### config.mk
export PLATFORM = sky130hd
export DESIGN_NAME = dpio_top
export DESIGN_NICKNAME = d
export VERILOG_FILES = /design/src/shared/dpio_pkg.sv /design/src/design/dpio_rst_sync.sv /design/src/design/dpio_sync.sv /design/src/design/dpio_top.sv
export SDC_FILE = /design/constraint.sdc
export NUM_CORES = 1
export LEC_CHECK = 0
export ABC_AREA = 1
export BUFFER_PORTS_ARGS = -buffer_cell sky130_fd_sc_hd__buf_2
export CORE_MARGIN = 1
export CORE_UTILIZATION = 50
export CTS_BUF_LIST = sky130_fd_sc_hd__clkbuf_2
export CTS_CLUSTER_SIZE = 40
export DETAILED_ROUTE_END_ITERATION = 8
export GPL_TIMING_DRIVEN = 0
export PLACE_DENSITY = 0.84
export SETUP_SLACK_MARGIN = 0.3
export SYNTH_ARGS = -nofsm -noshare
export SYNTH_HDL_FRONTEND = slang
export SYNTH_SLANG_ARGS = --single-unit
### constraint.sdc
create_clock -name clock -period 4.5 [get_ports clock]
set_input_delay 0.45 -clock clock [delete_from_list [all_inputs] [get_ports clock]]
set_output_delay 0.45 -clock clock [all_outputs]
set_load 0.005 [all_outputs]
### src/shared/dpio_pkg.sv
// Constants and types for the dual port I/O block
package dpio_pkg;
  localparam int AW = 18;
  localparam int IW = 16;
  // Register indices; byte address is four times the index
  localparam logic [IW-1:0] IDX_A_DIR = 16'hffb4;
  localparam logic [IW-1:0] IDX_B_DIR = 16'hffb5;
  localparam logic [IW-1:0] IDX_A_LAT = 16'hffb6;
  localparam logic [IW-1:0] IDX_B_LAT = 16'hffb7;
  localparam logic [IW-1:0] IDX_A_PCR = 16'hffae;
  localparam logic [IW-1:0] IDX_SYS = 16'hffc0;
  // Reset values, the forced port B direction bit and fixed read values
  localparam logic [7:0] RST_A_LAT = 8'h00;
  localparam logic [7:0] RST_A_PCR = 8'h00;
  localparam logic [7:0] RST_A_DIR = 8'h00;
  localparam logic [7:0] RST_B_LAT = 8'h00;
  localparam logic [7:0] RST_B_DIR = 8'h00;
  localparam logic [7:0] B_DIR_FORCE = 8'h40;
  localparam logic [7:0] RD_WRITE_ONLY = 8'hff;
  localparam logic [7:0] RD_NONE = 8'h00;
  // Field positions
  localparam int B_CLK_PIN = 6;
  localparam int SYS_HIE = 0;
  localparam int SYS_SWSTBY = 1;
  localparam int SYS_MODE = 2;
  typedef enum logic [1:0] {
    DPIO_MODE0 = 2'h0,
    DPIO_MODE1 = 2'h1,
    DPIO_MODE3 = 2'h3,
    DPIO_MODE2 = 2'h2
  } dpio_mode_t;
endpackage

### src/design/dpio_rst_sync.sv
// Reset release synchroniser
`timescale 1ns/1ps
module dpio_rst_sync (
  // Clock and raw reset
  input wire logic clock,
  input wire logic nrst,
  // Synchronised reset
  output logic rst_n
);
  logic stage_n;

  always_ff @(posedge clock or negedge nrst) begin
    if (!nrst) begin
      stage_n <= 1'b0;
      rst_n <= 1'b0;
    end else begin
      stage_n <= 1'b1;
      rst_n <= stage_n;
    end
  end
endmodule

### src/design/dpio_sync.sv
// Two flip-flop synchroniser for a bus of pin levels
`timescale 1ns/1ps
module dpio_sync #(
  parameter int W = 8
) (
  // Clock and reset
  input wire logic clock,
  input wire logic rst_n,
  // Levels
  input wire logic [W-1:0] d,
  output logic [W-1:0] q
);
  logic [W-1:0] meta;

  for (genvar i = 0; i < W; i++) begin : g_bit
    always_ff @(posedge clock or negedge rst_n) begin
      if (!rst_n) begin
        meta[i] <= 1'b0;
        q[i] <= 1'b0;
      end else begin
        meta[i] <= d[i];
        q[i] <= meta[i];
      end
    end
  end
endmodule

### src/design/dpio_top.sv
// Two 8-bit general purpose ports, pull-ups on port A only, bus reuse and a Wishbone register slave
//
// Implementation choice: the Wishbone slave port.
`timescale 1ns/1ps
module dpio_top
  import dpio_pkg::*;
(
  // Clock and reset
  input wire logic clock,
  input wire logic nrst,
  // Wishbone slave
  input wire logic wb_cyc_i,
  input wire logic wb_stb_i,
  input wire logic wb_we_i,
  input wire logic [AW-1:0] wb_adr_i,
  input wire logic [3:0] wb_sel_i,
  input wire logic [31:0] wb_dat_i,
  output logic [31:0] wb_dat_o,
  output logic wb_ack_o,
  // Mode strap and standby
  input wire logic [1:0] op_mode,
  input wire logic hw_standby,
  input wire logic wake,
  output logic periph_reset,
  // External data bus use of port A
  input wire logic [7:0] ext_bus_out,
  input wire logic ext_bus_oe,
  output logic [7:0] ext_bus_in,
  // Host data bus use of port A
  input wire logic [7:0] host_bus_out,
  input wire logic host_bus_oe,
  output logic [7:0] host_bus_in,
  // Port A pins
  input wire logic [7:0] pa_in,
  output logic [7:0] pa_out,
  output logic [7:0] pa_oe,
  output logic [7:0] pa_pullup,
  // Port B alternate functions
  input wire logic [7:0] periph_en,
  input wire logic [7:0] periph_out,
  input wire logic [7:0] slave_fn_en,
  input wire logic [7:0] slave_fn_out,
  input wire logic clk_out_level,
  output logic host_cs_in,
  // Port B pins
  input wire logic [7:0] pb_in,
  output logic [7:0] pb_out,
  output logic [7:0] pb_oe
);
  logic rst_n;
  logic [7:0] pa_sync;
  logic [7:0] pb_sync;
  dpio_mode_t mode;
  logic mode_taken;
  logic [7:0] a_lat;
  logic [7:0] a_pcr;
  logic [7:0] a_dir;
  logic [7:0] b_lat;
  logic [7:0] b_dir;
  logic host_if_enable_bit;
  logic sw_stby;
  logic mode12;
  logic slave;
  logic [7:0] b_dir_eff;
  logic [IW-1:0] idx;
  logic req;
  logic wr;
  logic [7:0] wbyte;
  logic [7:0] rd_byte;
  logic [7:0] next_pa_out;
  logic [7:0] next_pa_oe;
  logic [7:0] next_pa_pu;
  logic [7:0] next_pb_out;
  logic [7:0] next_pb_oe;

  dpio_rst_sync u_rst (
    .clock(clock),
    .nrst(nrst),
    .rst_n(rst_n)
  );

  dpio_sync #(.W(8)) u_sync_a (
    .clock(clock),
    .rst_n(rst_n),
    .d(pa_in),
    .q(pa_sync)
  );

  dpio_sync #(.W(8)) u_sync_b (
    .clock(clock),
    .rst_n(rst_n),
    .d(pb_in),
    .q(pb_sync)
  );

  // Mode strap caught once after reset release
  always_ff @(posedge clock or negedge rst_n) begin
    if (!rst_n) begin
      mode <= DPIO_MODE3;
      mode_taken <= 1'b0;
    end else if (!mode_taken) begin
      mode <= dpio_mode_t'(op_mode);
      mode_taken <= 1'b1;
    end
  end

  assign mode12 = (mode == DPIO_MODE1) || (mode == DPIO_MODE2);
  assign slave = (mode == DPIO_MODE3) && host_if_enable_bit;
  assign b_dir_eff = mode12 ? (b_dir | B_DIR_FORCE) : b_dir;

  // Bus decode
  assign idx = wb_adr_i[AW-1:2];
  assign req = wb_cyc_i && wb_stb_i;
  assign wr = req && wb_we_i && wb_ack_o && wb_sel_i[0];
  assign wbyte = wb_dat_i[7:0];

  always_ff @(posedge clock or negedge rst_n) begin
    if (!rst_n) begin
      wb_ack_o <= 1'b0;
    end else begin
      wb_ack_o <= req && !wb_ack_o;
    end
  end

  always_comb begin
    rd_byte = RD_NONE;
    unique case (idx)
      IDX_A_LAT: rd_byte = (a_dir & a_lat) | (~a_dir & pa_sync);
      IDX_A_DIR: rd_byte = RD_WRITE_ONLY;
      IDX_A_PCR: rd_byte = a_pcr;
      IDX_B_DIR: rd_byte = RD_WRITE_ONLY;
      IDX_B_LAT: begin
        rd_byte = (b_dir_eff & b_lat) | (~b_dir_eff & pb_sync);
        rd_byte[B_CLK_PIN] = pb_sync[B_CLK_PIN];
      end
      IDX_SYS: begin
        rd_byte[SYS_HIE] = host_if_enable_bit;
        rd_byte[SYS_SWSTBY] = sw_stby;
        rd_byte[SYS_MODE+:2] = mode;
      end
      default: rd_byte = RD_NONE;
    endcase
  end

  always_ff @(posedge clock or negedge rst_n) begin
    if (!rst_n) begin
      wb_dat_o <= 32'h0000_0000;
    end else if (req && !wb_ack_o) begin
      wb_dat_o <= {24'h00_0000, rd_byte};
    end
  end

  // Port A latch
  always_ff @(posedge clock or negedge rst_n) begin
    if (!rst_n) begin
      a_lat <= RST_A_LAT;
    end else if (hw_standby) begin
      a_lat <= RST_A_LAT;
    end else if (wr && idx == IDX_A_LAT) begin
      a_lat <= wbyte;
    end
  end

  // Port A pull-up control
  always_ff @(posedge clock or negedge rst_n) begin
    if (!rst_n) begin
      a_pcr <= RST_A_PCR;
    end else if (hw_standby) begin
      a_pcr <= RST_A_PCR;
    end else if (wr && idx == IDX_A_PCR) begin
      a_pcr <= wbyte;
    end
  end

  // Port A direction
  always_ff @(posedge clock or negedge rst_n) begin
    if (!rst_n) begin
      a_dir <= RST_A_DIR;
    end else if (hw_standby) begin
      a_dir <= RST_A_DIR;
    end else if (wr && idx == IDX_A_DIR) begin
      a_dir <= wbyte;
    end
  end

  // Port B latch; bit 6 has no storage that can be read
  always_ff @(posedge clock or negedge rst_n) begin
    if (!rst_n) begin
      b_lat <= RST_B_LAT;
    end else if (hw_standby) begin
      b_lat <= RST_B_LAT;
    end else if (wr && idx == IDX_B_LAT) begin
      b_lat <= wbyte & ~B_DIR_FORCE;
    end
  end

  // Port B direction; bit 6 forced in modes 1 and 2
  always_ff @(posedge clock or negedge rst_n) begin
    if (!rst_n) begin
      b_dir <= RST_B_DIR;
    end else if (hw_standby) begin
      b_dir <= RST_B_DIR;
    end else if (wr && idx == IDX_B_DIR) begin
      b_dir <= wbyte;
    end
  end

  // System control: host interface enable and software standby
  always_ff @(posedge clock or negedge rst_n) begin
    if (!rst_n) begin
      host_if_enable_bit <= 1'b0;
      sw_stby <= 1'b0;
    end else if (hw_standby) begin
      host_if_enable_bit <= 1'b0;
      sw_stby <= 1'b0;
    end else if (wr && idx == IDX_SYS) begin
      host_if_enable_bit <= wbyte[SYS_HIE];
      sw_stby <= wbyte[SYS_SWSTBY];
    end else if (wake) begin
      sw_stby <= 1'b0;
    end
  end

  assign periph_reset = sw_stby;

  // Port A pin control
  always_comb begin
    next_pa_out = a_lat;
    next_pa_oe = a_dir;
    if (mode12) begin
      next_pa_out = ext_bus_out;
      next_pa_oe = {8{ext_bus_oe && !sw_stby}};
    end else if (slave) begin
      next_pa_out = host_bus_out;
      next_pa_oe = {8{host_bus_oe}};
    end
    if (hw_standby) begin
      next_pa_oe = 8'h00;
    end
  end

  always_comb begin
    next_pa_pu = a_pcr & ~a_dir;
    if (mode == DPIO_MODE1 || slave || hw_standby) begin
      next_pa_pu = 8'h00;
    end
  end

  // Port B pin control
  always_comb begin
    next_pb_out = b_lat;
    next_pb_oe = b_dir_eff;
    for (int i = 0; i < 8; i++) begin
      if (i != B_CLK_PIN) begin
        if (periph_en[i] && !sw_stby) begin
          next_pb_out[i] = periph_out[i];
          next_pb_oe[i] = 1'b1;
        end else if (slave_fn_en[i] && slave && b_dir_eff[i]) begin
          next_pb_out[i] = slave_fn_out[i];
        end
      end
    end
    next_pb_out[B_CLK_PIN] = clk_out_level;
    if (slave) begin
      next_pb_oe[B_CLK_PIN] = 1'b0;
    end
    if (hw_standby) begin
      next_pb_oe = 8'h00;
    end
  end

  assign host_cs_in = slave && pb_sync[B_CLK_PIN];
  assign ext_bus_in = pa_sync;
  assign host_bus_in = pa_sync;

  always_ff @(posedge clock or negedge rst_n) begin
    if (!rst_n) begin
      pa_out <= 8'h00;
      pa_oe <= 8'h00;
      pa_pullup <= 8'h00;
      pb_out <= 8'h00;
      pb_oe <= 8'h00;
    end else begin
      pa_out <= next_pa_out;
      pa_oe <= next_pa_oe;
      pa_pullup <= next_pa_pu;
      pb_out <= next_pb_out;
      pb_oe <= next_pb_oe;
    end
  end
endmodule

==> run metrics, run 1 <==
origin of the worst setup path=mode[0]$_DFFE_PN1N_; vias in the first global route=a little over 5000; sequential share of power=a little under three fifths; CTS tree=built; antenna violations before repair=1; die span in y=~110 um; Place WS=between 2 and 2.5 ns; Main synth FF type=dfrtp_1; reg-to-reg startpoint=mode[0]$_DFFE_PN1N_; Hold Violations, Final=0; Post-synth EDFFs=0; Initial Util=between 50% and 60%; Critical Path Max Stage Delay=0.61 ns; synthesis-stage register bit count=127; DRT Pass-1 Iters=5; port bufs=approximately 160; Final WS setup=a little under 2 ns; synthesized area per cell=between 9 and 10 um^2; unrepaired setup endpoints after global routing=false; CTS H-tree depth=4; commonest cells after routing, fill and taps aside=buf_2, nand2_1, dfrtp_1, inv_1, dlygate4sd3_1; Internal Pwr Total=between 0.0015 and 0.002 W; Worst Hold Class=input port to flip-flop; fmax=388.7 MHz; register area=3184 um^2; Clk network pwr share=28.3%; die area=between 10000 and 15000 um^2; 1st-iter DRT viols=approximately 440; CP top delay family=buffers and inverters; fin crit period=about 2.6 ns; # IOs=~220; CP bufs+invs=3; clock transition at the registers of the reported paths=~0.20 ns; DR vias=between 5000 and 6000; ys async rst share=100.0%; drt total wl=between 15000 and 20000 um; Final Cycle Share=between 50% and 60%; CP max FO=10; sequential share of the synthesized area=a little under three fifths; placer congestion estimate=about 0.9; crit path DAT=roughly 3.2 ns; setup repair bufs after CTS=0; CP max-delay cell=dfstp_2; final instance area=about 7500 um^2; fillers=between 800 and 900; Worst Setup End Kind=flip-flop; GRT Total Usage=between 20 and 30%; global-route wire length before repair=around 24000 um; CP Cell Sequence=ha_1, nand2_1, buf_2, inv_2, nand3_1, o21ai_0, a21oi_1, a31o_2, dlygate4sd3_1; share of layout cells above drive strength 1=a little under a third; area of the multi-input gates=just under 2000 um^2; CTS sink count=approximately 130; total gr overflow=0; Slew Limit Fails=0; Layout Nets=just over 1000; Cells after Synth=roughly 620; status=completed; Avg Vias per Cell=between 5 and 6; Lkg Pwr=4.024 nW; most common cell after layout, fill and taps aside=buf_2; drc violations=0; WS Path Type=flip-flop to flip-flop; Worst-Margin Slew=0.7797 ns; Switching Share=a little under 30%; Peak VDD IR=~0.21 mV; worst path required time=5.08 ns; post-route ant nets=0; final setup fails=0; crit start category=flip-flop; pwr/cell area=around 300 nW/um^2; worst clock skew=between 0.03 and 0.04 ns; Die Wd=107.8 um; Comb power frac=15.8%; yosys warns=0; CTS root buf=clkbuf_2; Core Box Area=approximately 11000 um^2; largest net degree at the start of global routing=between 60 and 70; Max-cap violations=0; hold_sp=wb_dat_i[3]; Worst-Skew Late Latency=a little under 0.7 ns; TritonCTS Buffers=17; Final HPWL DP=between 10000 and 15000 um; sw power=0.0006703 W; synth unique cells=35; area of the mapped netlist=5600 um^2; Slew HR=a little under 50%; WL/cell=14.88 um; deepest clock path buffer count=2; std cell rows=38; Area after DPL=6713 um^2; Layout area overhead=34.18%
## routing by layer
layer	global-route usage, %	routed length, um	vias to the layer above
met5	0	0	-
met4	16.44	683	0
met3	6.295	1149	59
met2	45.56	7380	269
met1	35.21	6273	2426
li1	-	-	2462
## what timing repair did
item | in CTS | in global routing
gates resized for setup | 0 | 0
endpoints found under the setup margin | 0 | 0
hold buffers | 55 | 4
hold endpoints to repair | 39 | 5
## area by class of cell
class / instances / share of cell area [%]
clock buffer: 18 / 1.199
timing repair buffer: 223 / 19.08
sequential: 127 / 42.37
antenna: 1 / 0.03330
clock inverter: 14 / 1.582
multi-input combinational: 402 / 25.56
buffer: 46 / 4.346
tap: 140 / 2.331
inverter: 70 / 3.497
## power groups by stage
stage / combinational (W) / clock (W) / sequential, W
2_1_floorplan: 0.000145 / 0 / 0.00129
3_3_place_gp: 0.000274 / 0 / 0.00130
3_5_place_dp: 0.000294 / 0 / 0.00129
4_1_cts: 0.000346 / 0.000644 / 0.00127
5_1_grt: 0.000396 / 0.000705 / 0.00128
6_report: 0.000357 / 0.000642 / 0.00127
## sequential cells by signal, summed over array words and instances, names as in the netlist, 2 cells and up
register,count
pa_pullup,8
a_dir,8
b_lat,7
wb_dat_o,8
u_sync_a.meta,8
pa_oe,8
u_sync_b.meta,8
pa_out,8
u_sync_b.q,8
a_pcr,8
pb_oe,8
mode,2
u_sync_a.q,8
pb_out,8
a_lat,8
b_dir,8
## worst min-delay path: stages
cell	delay, ns
buf_2	0.10
nand2_1	0.09
o21ai_1	0.07
## per-stage QoR
stage                     util (%)  std cells  total power, W  hold slack [ns]  setup TNS (ns)
after CTS                    68.63       1036        0.002258         0.004387               0
after detailed placement     61.65        949        0.001583           0.2374               0
after global placement       61.37        948        0.001571           0.2357          -69.54
after global routing         69.02       1041        0.002380        -0.002437               0
final                        69.02       1041        0.002267          0.03068               0
after floorplan                  -        645        0.001437           0.1544               0
## synthesized netlist by cell type, types with 3 or more instances
cell type | instances | area (um^2)
nand2_1 | 155 | 581.8
inv_1 | 64 | 240.2
o21ai_1 | 18 | 90.09
buf_6 | 3 | 33.78
buf_4 | 33 | 247.7
nor2_4 | 5 | 56.30
nor3_1 | 6 | 30.03
mux2_2 | 4 | 45.04
nor3b_1 | 4 | 30.03
buf_2 | 6 | 30.03
a21oi_1 | 40 | 200.2
o21ai_0 | 38 | 190.2
nand4_1 | 3 | 18.77
mux2i_1 | 4 | 40.04
o211ai_1 | 3 | 22.52
a31o_2 | 4 | 35.03
nand3_1 | 34 | 170.2
nor2_1 | 41 | 153.9
nand2_2 | 6 | 37.54
clkbuf_1 | 3 | 11.26
inv_2 | 4 | 15.01
dfrtp_1 | 125 | 3128
## logic make-up after synthesis
kind of cell | share of synthesized area (%)
AO/OA/AOI/OAI | 10.72
adder cells (fa/ha/maj) | 0.4468
buffers and inverters | 10.52
flip-flops | 56.79
multiplexers | 1.519
other | 0.1341
AND/OR/NAND/NOR | 19.86
## worst paths after layout
kind                                            to  slack [ns]  cells after the start
max in group asynchronous      mode[0]$_DFFE_PN1N_        3.25                      1
max reg2reg                    pb_out[0]$_DFF_PN0_        1.93                      9
max                            pb_out[0]$_DFF_PN0_        1.93                      9
min in group asynchronous      pa_out[0]$_DFF_PN0_        0.42                      0
min reg2reg                u_sync_b.q[3]$_DFF_PN0_        0.36                      0
min                           a_pcr[3]$_DFFE_PN0P_        0.03                      3
(Power assumes the default switching activity.)
==> run 2: changes to the inputs <==
--- a/config.mk
+++ b/config.mk
@@ -5,7 +5,7 @@
 export SDC_FILE = /design/constraint.sdc
 export NUM_CORES = 1
 export LEC_CHECK = 0
-export ABC_AREA = 1
+export ABC_AREA = 0
 export BUFFER_PORTS_ARGS = -buffer_cell sky130_fd_sc_hd__buf_2
 export CORE_MARGIN = 1
 export CORE_UTILIZATION = 50
@@ -13,7 +13,7 @@
 export CTS_CLUSTER_SIZE = 40
 export DETAILED_ROUTE_END_ITERATION = 8
 export GPL_TIMING_DRIVEN = 0
-export PLACE_DENSITY = 0.84
+export PLACE_DENSITY = 0.85
 export SETUP_SLACK_MARGIN = 0.3
 export SYNTH_ARGS = -nofsm -noshare
 export SYNTH_HDL_FRONTEND = slang
==> constraint.sdc (replaced) <==
create_clock -name clock -period 2.45 [get_ports clock]
set_input_delay 0.245 -clock clock [delete_from_list [all_inputs] [get_ports clock]]
set_output_delay 0.245 -clock clock [all_outputs]
set_load 0.005 [all_outputs]
==> run 2 against run 1 <==
  * Combinational power is 57% higher
  * Sequential share of layout area decreased by 0.27 points
  * Flip-flop and latch count did not move
  * Synthesized cell count decreased by 22%
  * Utilization rose by 4.2 points
  * Total power grew 90%
  * Global-route usage rose by 1.8 points
  * Register-to-register slack worse by 1.6 ns
  * Die area fell by 4.7%
  * Critical path depth fell by 4
  * Critical path type unchanged
  * Highest routed layer unchanged
==> run metrics, run 2 <==
status=completed; CP max FO=10; drt total wl=between 15000 and 20000 um; area of the mapped netlist=approximately 5300 um^2; fmax=around 470 MHz; WS Path Type=flip-flop to flip-flop; die span in y=approximately 110 um; unrepaired setup endpoints after global routing=false; share of layout cells above drive strength 1=between 30% and 40%; Die Wd=around 110 um; largest net degree at the start of global routing=roughly 70; std cell rows=37; Worst Setup End Kind=flip-flop; internal reg-to-reg setup slack=~0.33 ns; GRT Total Usage=a little under a third; global-route wire length before repair=25160 um; Worst Hold Class=input port to flip-flop; sw power=about 0.0011 W; fin crit period=between 2 and 2.5 ns; Switching Share=a little over a quarter; port bufs=around 160; synth unique cells=37; worst clock skew=0.05686 ns; DRT Pass-1 Iters=5; Final WS setup=0.3326 ns; deepest clock path buffer count=2; number of inserted diodes=0; Hold Violations, Final=0; vias in the first global route=approximately 5000; pwr/cell area=569.4 nW/um^2; synthesized area per cell=between 10 and 15 um^2; Clk network pwr share=between 30% and 40%; DR vias=between 4000 and 5000; R2R depth=5; fin util=between 70% and 80%; Synth area leaders=dfrtp_1, mux2i_1, buf_4, nor2_1, a21oi_1; Core Box Area=slightly above 10000 um^2; Slew Limit Fails=0; Post-synth EDFFs=0; Slew HR=between 40 and 50%; Final Cycle Share=86.42%; total gr overflow=0; Cells after Synth=roughly 490; Post-synth top cells=dfrtp_1, nor2_1, mux2i_1; crit start category=flip-flop; worst hold path stage count=5; Comb power frac=13.0%; Avg Vias per Cell=between 5 and 6; post-synth top area share=about three fifths; clock transition at the registers of the reported paths=0.25 ns; reg-to-reg startpoint=periph_reset$_DFFE_PN0P_; Main synth FF type=dfrtp_1; CP max-delay cell=dlygate4sd3_1; Worst-Skew Late Latency=between 0.7 and 0.8 ns; CTS sink count=127; CP Cell Sequence=clkbuf_1, nand2b_1, nor2_1, dlygate4sd3_1, a21oi_1; yosys warns=0; synthesis-stage register bit count=between 100 and 150; post-route ant nets=0; Lkg Pwr=between 3 and 4 nW; Max-cap violations=0; CTS tree=built; Peak VDD IR=0.3952 mV; worst path required time=3.12 ns; Layout Nets=just over 900; placer congestion estimate=between 0.8 and 0.9; 1st-iter DRT viols=roughly 490; drc violations=0; biggest area consumer among synthesized cells=dfrtp_1; WL/cell=around 17 um; final instance area=roughly 7600 um^2; Critical Path Max Stage Delay=slightly below 0.6 ns; final setup fails=0; # IOs=about 220; hold_sp=host_bus_oe; count leader, synth=dfrtp_1; ys async rst share=100.0%; Place WS=about 0.093 ns; Worst-Margin Slew=between 0.8 and 0.9 ns; crit path DAT=2.78 ns; Initial Util=51.63%; commonest cells after routing, fill and taps aside=buf_2, dfrtp_1, dlygate4sd3_1, nor2_1, mux2i_1; Area after DPL=approximately 6400 um^2; Layout area overhead=41.88%; TritonCTS Buffers=17; sequential share of the synthesized area=~60%; Internal Pwr Total=roughly 0.0032 W; Critical R2R Capture=pb_out[5]$_DFF_PN0_; CTS root buf=clkbuf_2; most common cell after layout, fill and taps aside=buf_2; Hold Path Sink=pa_oe[3]$_DFF_PN0_; antenna violations before repair=0; die area=11080 um^2; CTS H-tree depth=4; Final HPWL DP=between 9000 and 10000 um; sequential share of power=between 50% and 60%
run 2: changes by cell type after synthesis, moves of 5 or more:
cell,change
nand2_1,-116
inv_1,-56
mux2i_1,+46
o21ai_0,-34
nor2_1,+19
o21ai_1,-18
clkbuf_1,+16
a22oi_1,+9
a31oi_1,+8
nand2b_1,+8
nand3_1,-7
nand2_2,-6
nor2_4,-5
run 2: worst max path at each step:
stage                              to  slack, ns                startpoint  depth (start not counted)
2_1_floorplan    a_dir[0]$_DFFE_PN0P_       0.34     u_rst.rst_n$_DFF_PN0_                          0
3_3_place_gp      pb_out[2]$_DFF_PN0_      -0.24     u_rst.rst_n$_DFF_PN0_                          0
3_5_place_dp      pb_out[7]$_DFF_PN0_       0.09       mode[0]$_DFFE_PN1N_                          7
4_1_cts        pa_pullup[6]$_DFF_PN0_       0.41       mode[0]$_DFFE_PN1N_                          6
5_1_grt                    host_cs_in       0.30       mode[0]$_DFFE_PN1N_                          3
6_report          pb_out[5]$_DFF_PN0_       0.33  periph_reset$_DFFE_PN0P_                          5
run 2: final cells by class:
class | instances | area [um^2]
Clock buffer | 17 | 85.08
Clock inverter | 15 | 193.9
Sequential cell | 127 | 3184
Timing Repair Buffer | 247 | 1674
Inverter | 9 | 33.78
Buffer | 53 | 327.8
Fill cell | 684 | 2761
Multi-Input combinational cell | 321 | 1893
Tap cell | 136 | 170.2
run 2: power by group through the flow:
| stage | Clock (W) | Sequential (W) | Combinational, W |
|---|---|---|---|
| floorplan | 0 | 0.00231 | 0.000190 |
| global placement | 0 | 0.00231 | 0.000402 |
| detailed placement | 0 | 0.00230 | 0.000438 |
| CTS | 0.00147 | 0.00226 | 0.000540 |
| global route | 0.00158 | 0.00227 | 0.000614 |
| finish | 0.00149 | 0.00226 | 0.000560 |
run 2: logic make-up after synthesis:
family / after synthesis / synth area share [%]
adders and majority gates: 2 / 0.4694
DFF: 127 / 59.67
AOI/OAI and AO/OA: 67 / 7.183
other: 2 / 0.1409
muxes: 56 / 10.66
buffers and inverters: 62 / 6.667
and+or+nand+nor: 170 / 15.21
run 2: worst max-delay path, delay by kind of cell, from the launching register on:
kind                   cells  cell delay, ns
DFF                        1            0.40
and+or+nand+nor            2            0.31
buffers and inverters      2            1.12
AOI/OAI and AO/OA          1            0.24
run 2: metal layers:
metal	track usage [%]	wire, um	vias to the layer above
met4	18.41	910	0
met1	35.44	5929	2319
met5	0	0	-
met2	49.86	7656	365
li1	-	-	2185
met3	7.730	1466	92
run 2: repair_timing:
action	CTS	global route
buffers inserted	0	2
setup endpoints to repair	13	21
hold buffers	82	0
resized for setup	2	8
hold endpoints to repair	87	0
pin swaps	0	1
run 2: metrics by stage:
stage / power (W) / std cells / TNS, ns / hold WS (ns)
6_report: 0.004306 / 925 / 0 / 0.04258
5_1_grt: 0.004466 / 925 / 0 / 0.03644
4_1_cts: 0.004271 / 923 / 0 / 0.03369
3_5_place_dp: 0.002737 / 809 / 0 / 0.03434
3_3_place_gp: 0.002712 / 808 / -28.69 / 0.03002
2_1_floorplan: 0.002500 / 510 / 0 / -0.05059
==> run 3: changes to the inputs <==
--- a/config.mk
+++ b/config.mk
@@ -8,13 +8,14 @@
 export ABC_AREA = 0
 export BUFFER_PORTS_ARGS = -buffer_cell sky130_fd_sc_hd__buf_2
 export CORE_MARGIN = 1
-export CORE_UTILIZATION = 50
-export CTS_BUF_LIST = sky130_fd_sc_hd__clkbuf_2
+export CORE_UTILIZATION = 48
+export CTS_BUF_LIST = sky130_fd_sc_hd__clkbuf_4 sky130_fd_sc_hd__clkbuf_8 sky130_fd_sc_hd__clkbuf_16
 export CTS_CLUSTER_SIZE = 40
 export DETAILED_ROUTE_END_ITERATION = 8
 export GPL_TIMING_DRIVEN = 0
-export PLACE_DENSITY = 0.85
+export PLACE_DENSITY = 0.82
 export SETUP_SLACK_MARGIN = 0.3
+export SLEW_MARGIN = 40
 export SYNTH_ARGS = -nofsm -noshare
 export SYNTH_HDL_FRONTEND = slang
 export SYNTH_SLANG_ARGS = --single-unit
==> run 3 against run 2 <==
  * First-iteration DRC count down 26%
  * Total power grew 24%
  * Utilization shrank 4.0 points
  * Flip-flop and latch count is the same
  * Clock skew is 0.048 ns lower
  * Routed wire length fell by 8.9%
  * Fmax rose by 3.5%
  * Die area grew 4.1%
  * Sequential power barely moved
  * Design area down 0.78%
  * Worst hold slack got worse by 0.026 ns
  * Clock-buffer cell count rose by 10
  * Largest cell class unchanged
==> run metrics, run 3 (same netlist as run 2, synthesis figures left out) <==
GRT Total Usage=around a quarter; Final Cycle Share=a little over four fifths; fillers=between 800 and 900; Layout area overhead=40.77%; DR vias=between 4000 and 5000; Die Wd=107.4 um; critical path endpoint=a_lat[7]$_DFFE_PN0P_; register area=between 3000 and 4000 um^2; post-route ant nets=0; Slew Limit Fails=0; global-route wire length before repair=about 23000 um; CP Cell Sequence=nand3_1, nor2_1, nand4_1, mux2i_1, nor2_1; Critical Path Max Stage Delay=0.61 ns; std cell rows=38; final instance area=between 7000 and 8000 um^2; # IOs=221; fmax=a little under 500 MHz; Area after DPL=roughly 6500 um^2; CP max-delay cell=nand4_1; WL/cell=~16 um; Max-cap violations=0; CP max FO=8; total gr overflow=0; CP bufs+invs=0; area of the multi-input gates=around 1900 um^2; crit start category=flip-flop; final setup fails=0; Worst Setup End Kind=flip-flop; DP Cell Count=between 800 and 900; CP top delay family=simple AND/OR/NAND/NOR gates; share of layout cells above drive strength 1=between 30% and 40%; port bufs=162; Initial Util=49.17%; number of inserted diodes=0; deepest clock path buffer count=2; Slew HR=around half; TritonCTS Buffers=17; reg-to-reg startpoint=wb_ack_o$_DFF_PN0_; critical path depth in cells=5; 1st-iter DRT viols=359; vias in the first global route=4684; WS Path Type=flip-flop to flip-flop; placer congestion estimate=between 0.8 and 0.9; origin of the worst setup path=wb_ack_o$_DFF_PN0_; Hold Slack=between 0.015 and 0.02 ns; CTS tree=built; DRT Pass-1 Iters=6; Avg Vias per Cell=~5.2; Lkg Pwr=~3.9 nW; Worst-Margin Slew=approximately 0.76 ns; Final HPWL DP=10050 um; drc violations=0; Peak VDD IR=~0.42 mV; CTS H-tree depth=4; commonest cells after routing, fill and taps aside=buf_2, dfrtp_1, nor2_1, mux2i_1; worst clock skew=just under 0.009 ns; die area=between 10000 and 15000 um^2; fin crit period=2.046 ns; worst path required time=2.83 ns; die span in y=about 110 um; CTS sink count=around 130; Core Box Area=10840 um^2; largest net degree at the start of global routing=42; fin cells=888; internal reg-to-reg setup slack=0.40 ns; Worst-Skew Late Latency=between 0.5 and 0.6 ns; pwr/cell area=between 700 and 800 nW/um^2; most common cell after layout, fill and taps aside=buf_2; antenna violations before repair=0; R2R depth=5; clock transition at the registers of the reported paths=~0.060 ns; hold_sp=wake; status=completed; Layout Nets=just under 900; drt total wl=~15000 um; crit path DAT=between 2 and 2.5 ns; Hold Violations, Final=0; Worst Hold Class=input port to flip-flop; unrepaired setup endpoints after global routing=false; Critical R2R Capture=a_lat[7]$_DFFE_PN0P_; most used cell, CP=nor2_1; CTS root buf=clkbuf_8
-- run 3: cell count changes in the layout (fill, tap and decap cells not counted), moves of 2 or more --
cell,delta
buf_12,+3
clkinv_1,-2
clkbuf_8,+6
dlygate4sd3_1,-42
clkinvlp_4,-3
clkbuf_4,+4
clkinv_4,-2
clkbuf_16,+16
clkbuf_2,-16
-- run 3: final cells by class --
type,instances,area share [%]
buffer,53,4.319
multi-input combinational,321,25.11
tap,140,2.334
timing repair buffer,206,17.04
sequential,127,42.44
clock inverter,5,1.367
inverter,9,0.4502
clock buffer,27,6.937
-- run 3: where the power goes --
part           switching [W]  internal [W]
sequential         0.0000492       0.00220
combinational       0.000254      0.000257
clock               0.000844       0.00174
total                0.00115       0.00420
-- run 3: worst min path at each step --
stage,endpoint,slack [ns],cells after the start
after global routing,pb_out[4]$_DFF_PN0_,0.02,3
after global placement,u_rst.stage_n$_DFF_PN0_,0.03,1
after detailed placement,u_rst.stage_n$_DFF_PN0_,0.03,1
final,periph_reset$_DFFE_PN0P_,0.02,3
after CTS,periph_reset$_DFFE_PN0P_,0.003,3
after floorplan,u_rst.rst_n$_DFF_PN0_,-0.05,0
-- run 3: worst reg2reg max path: cells and delay by family (launching register included) --
kind          cells  cell delay (ns)
mux               1             0.40
simple gates      4             1.14
flops             1             0.38
-- run 3: layer usage --
metal	vias to the layer above	GRT usage (%)	routed length (um)
met4	0	12.13	420
met2	275	43.73	7058
li1	2100	-	-
met1	2203	32.39	5836
met5	-	0	0
met3	35	7.385	1227
-- run 3: through the flow --
step | utilization (%) | setup TNS (ns) | setup WS, ns | power (W)
after floorplan | - | 0 | 0.3363 | 0.002500
after global placement | 59.11 | -33.83 | -0.2814 | 0.002714
after detailed placement | 59.68 | 0 | 0.1345 | 0.002743
after CTS | 69.14 | 0 | 0.3374 | 0.005374
after global routing | 69.22 | 0 | 0.3210 | 0.005538
final | 69.22 | 0 | 0.4042 | 0.005348
-- run 3: repair_timing --
action | in CTS | in global routing
pin swaps | 0 | 1
endpoints found under the hold margin | 34 | 0
gates resized for setup | 1 | 2
endpoints found under the setup margin | 9 | 7
buffers inserted | 0 | 1
hold buffers | 40 | 0
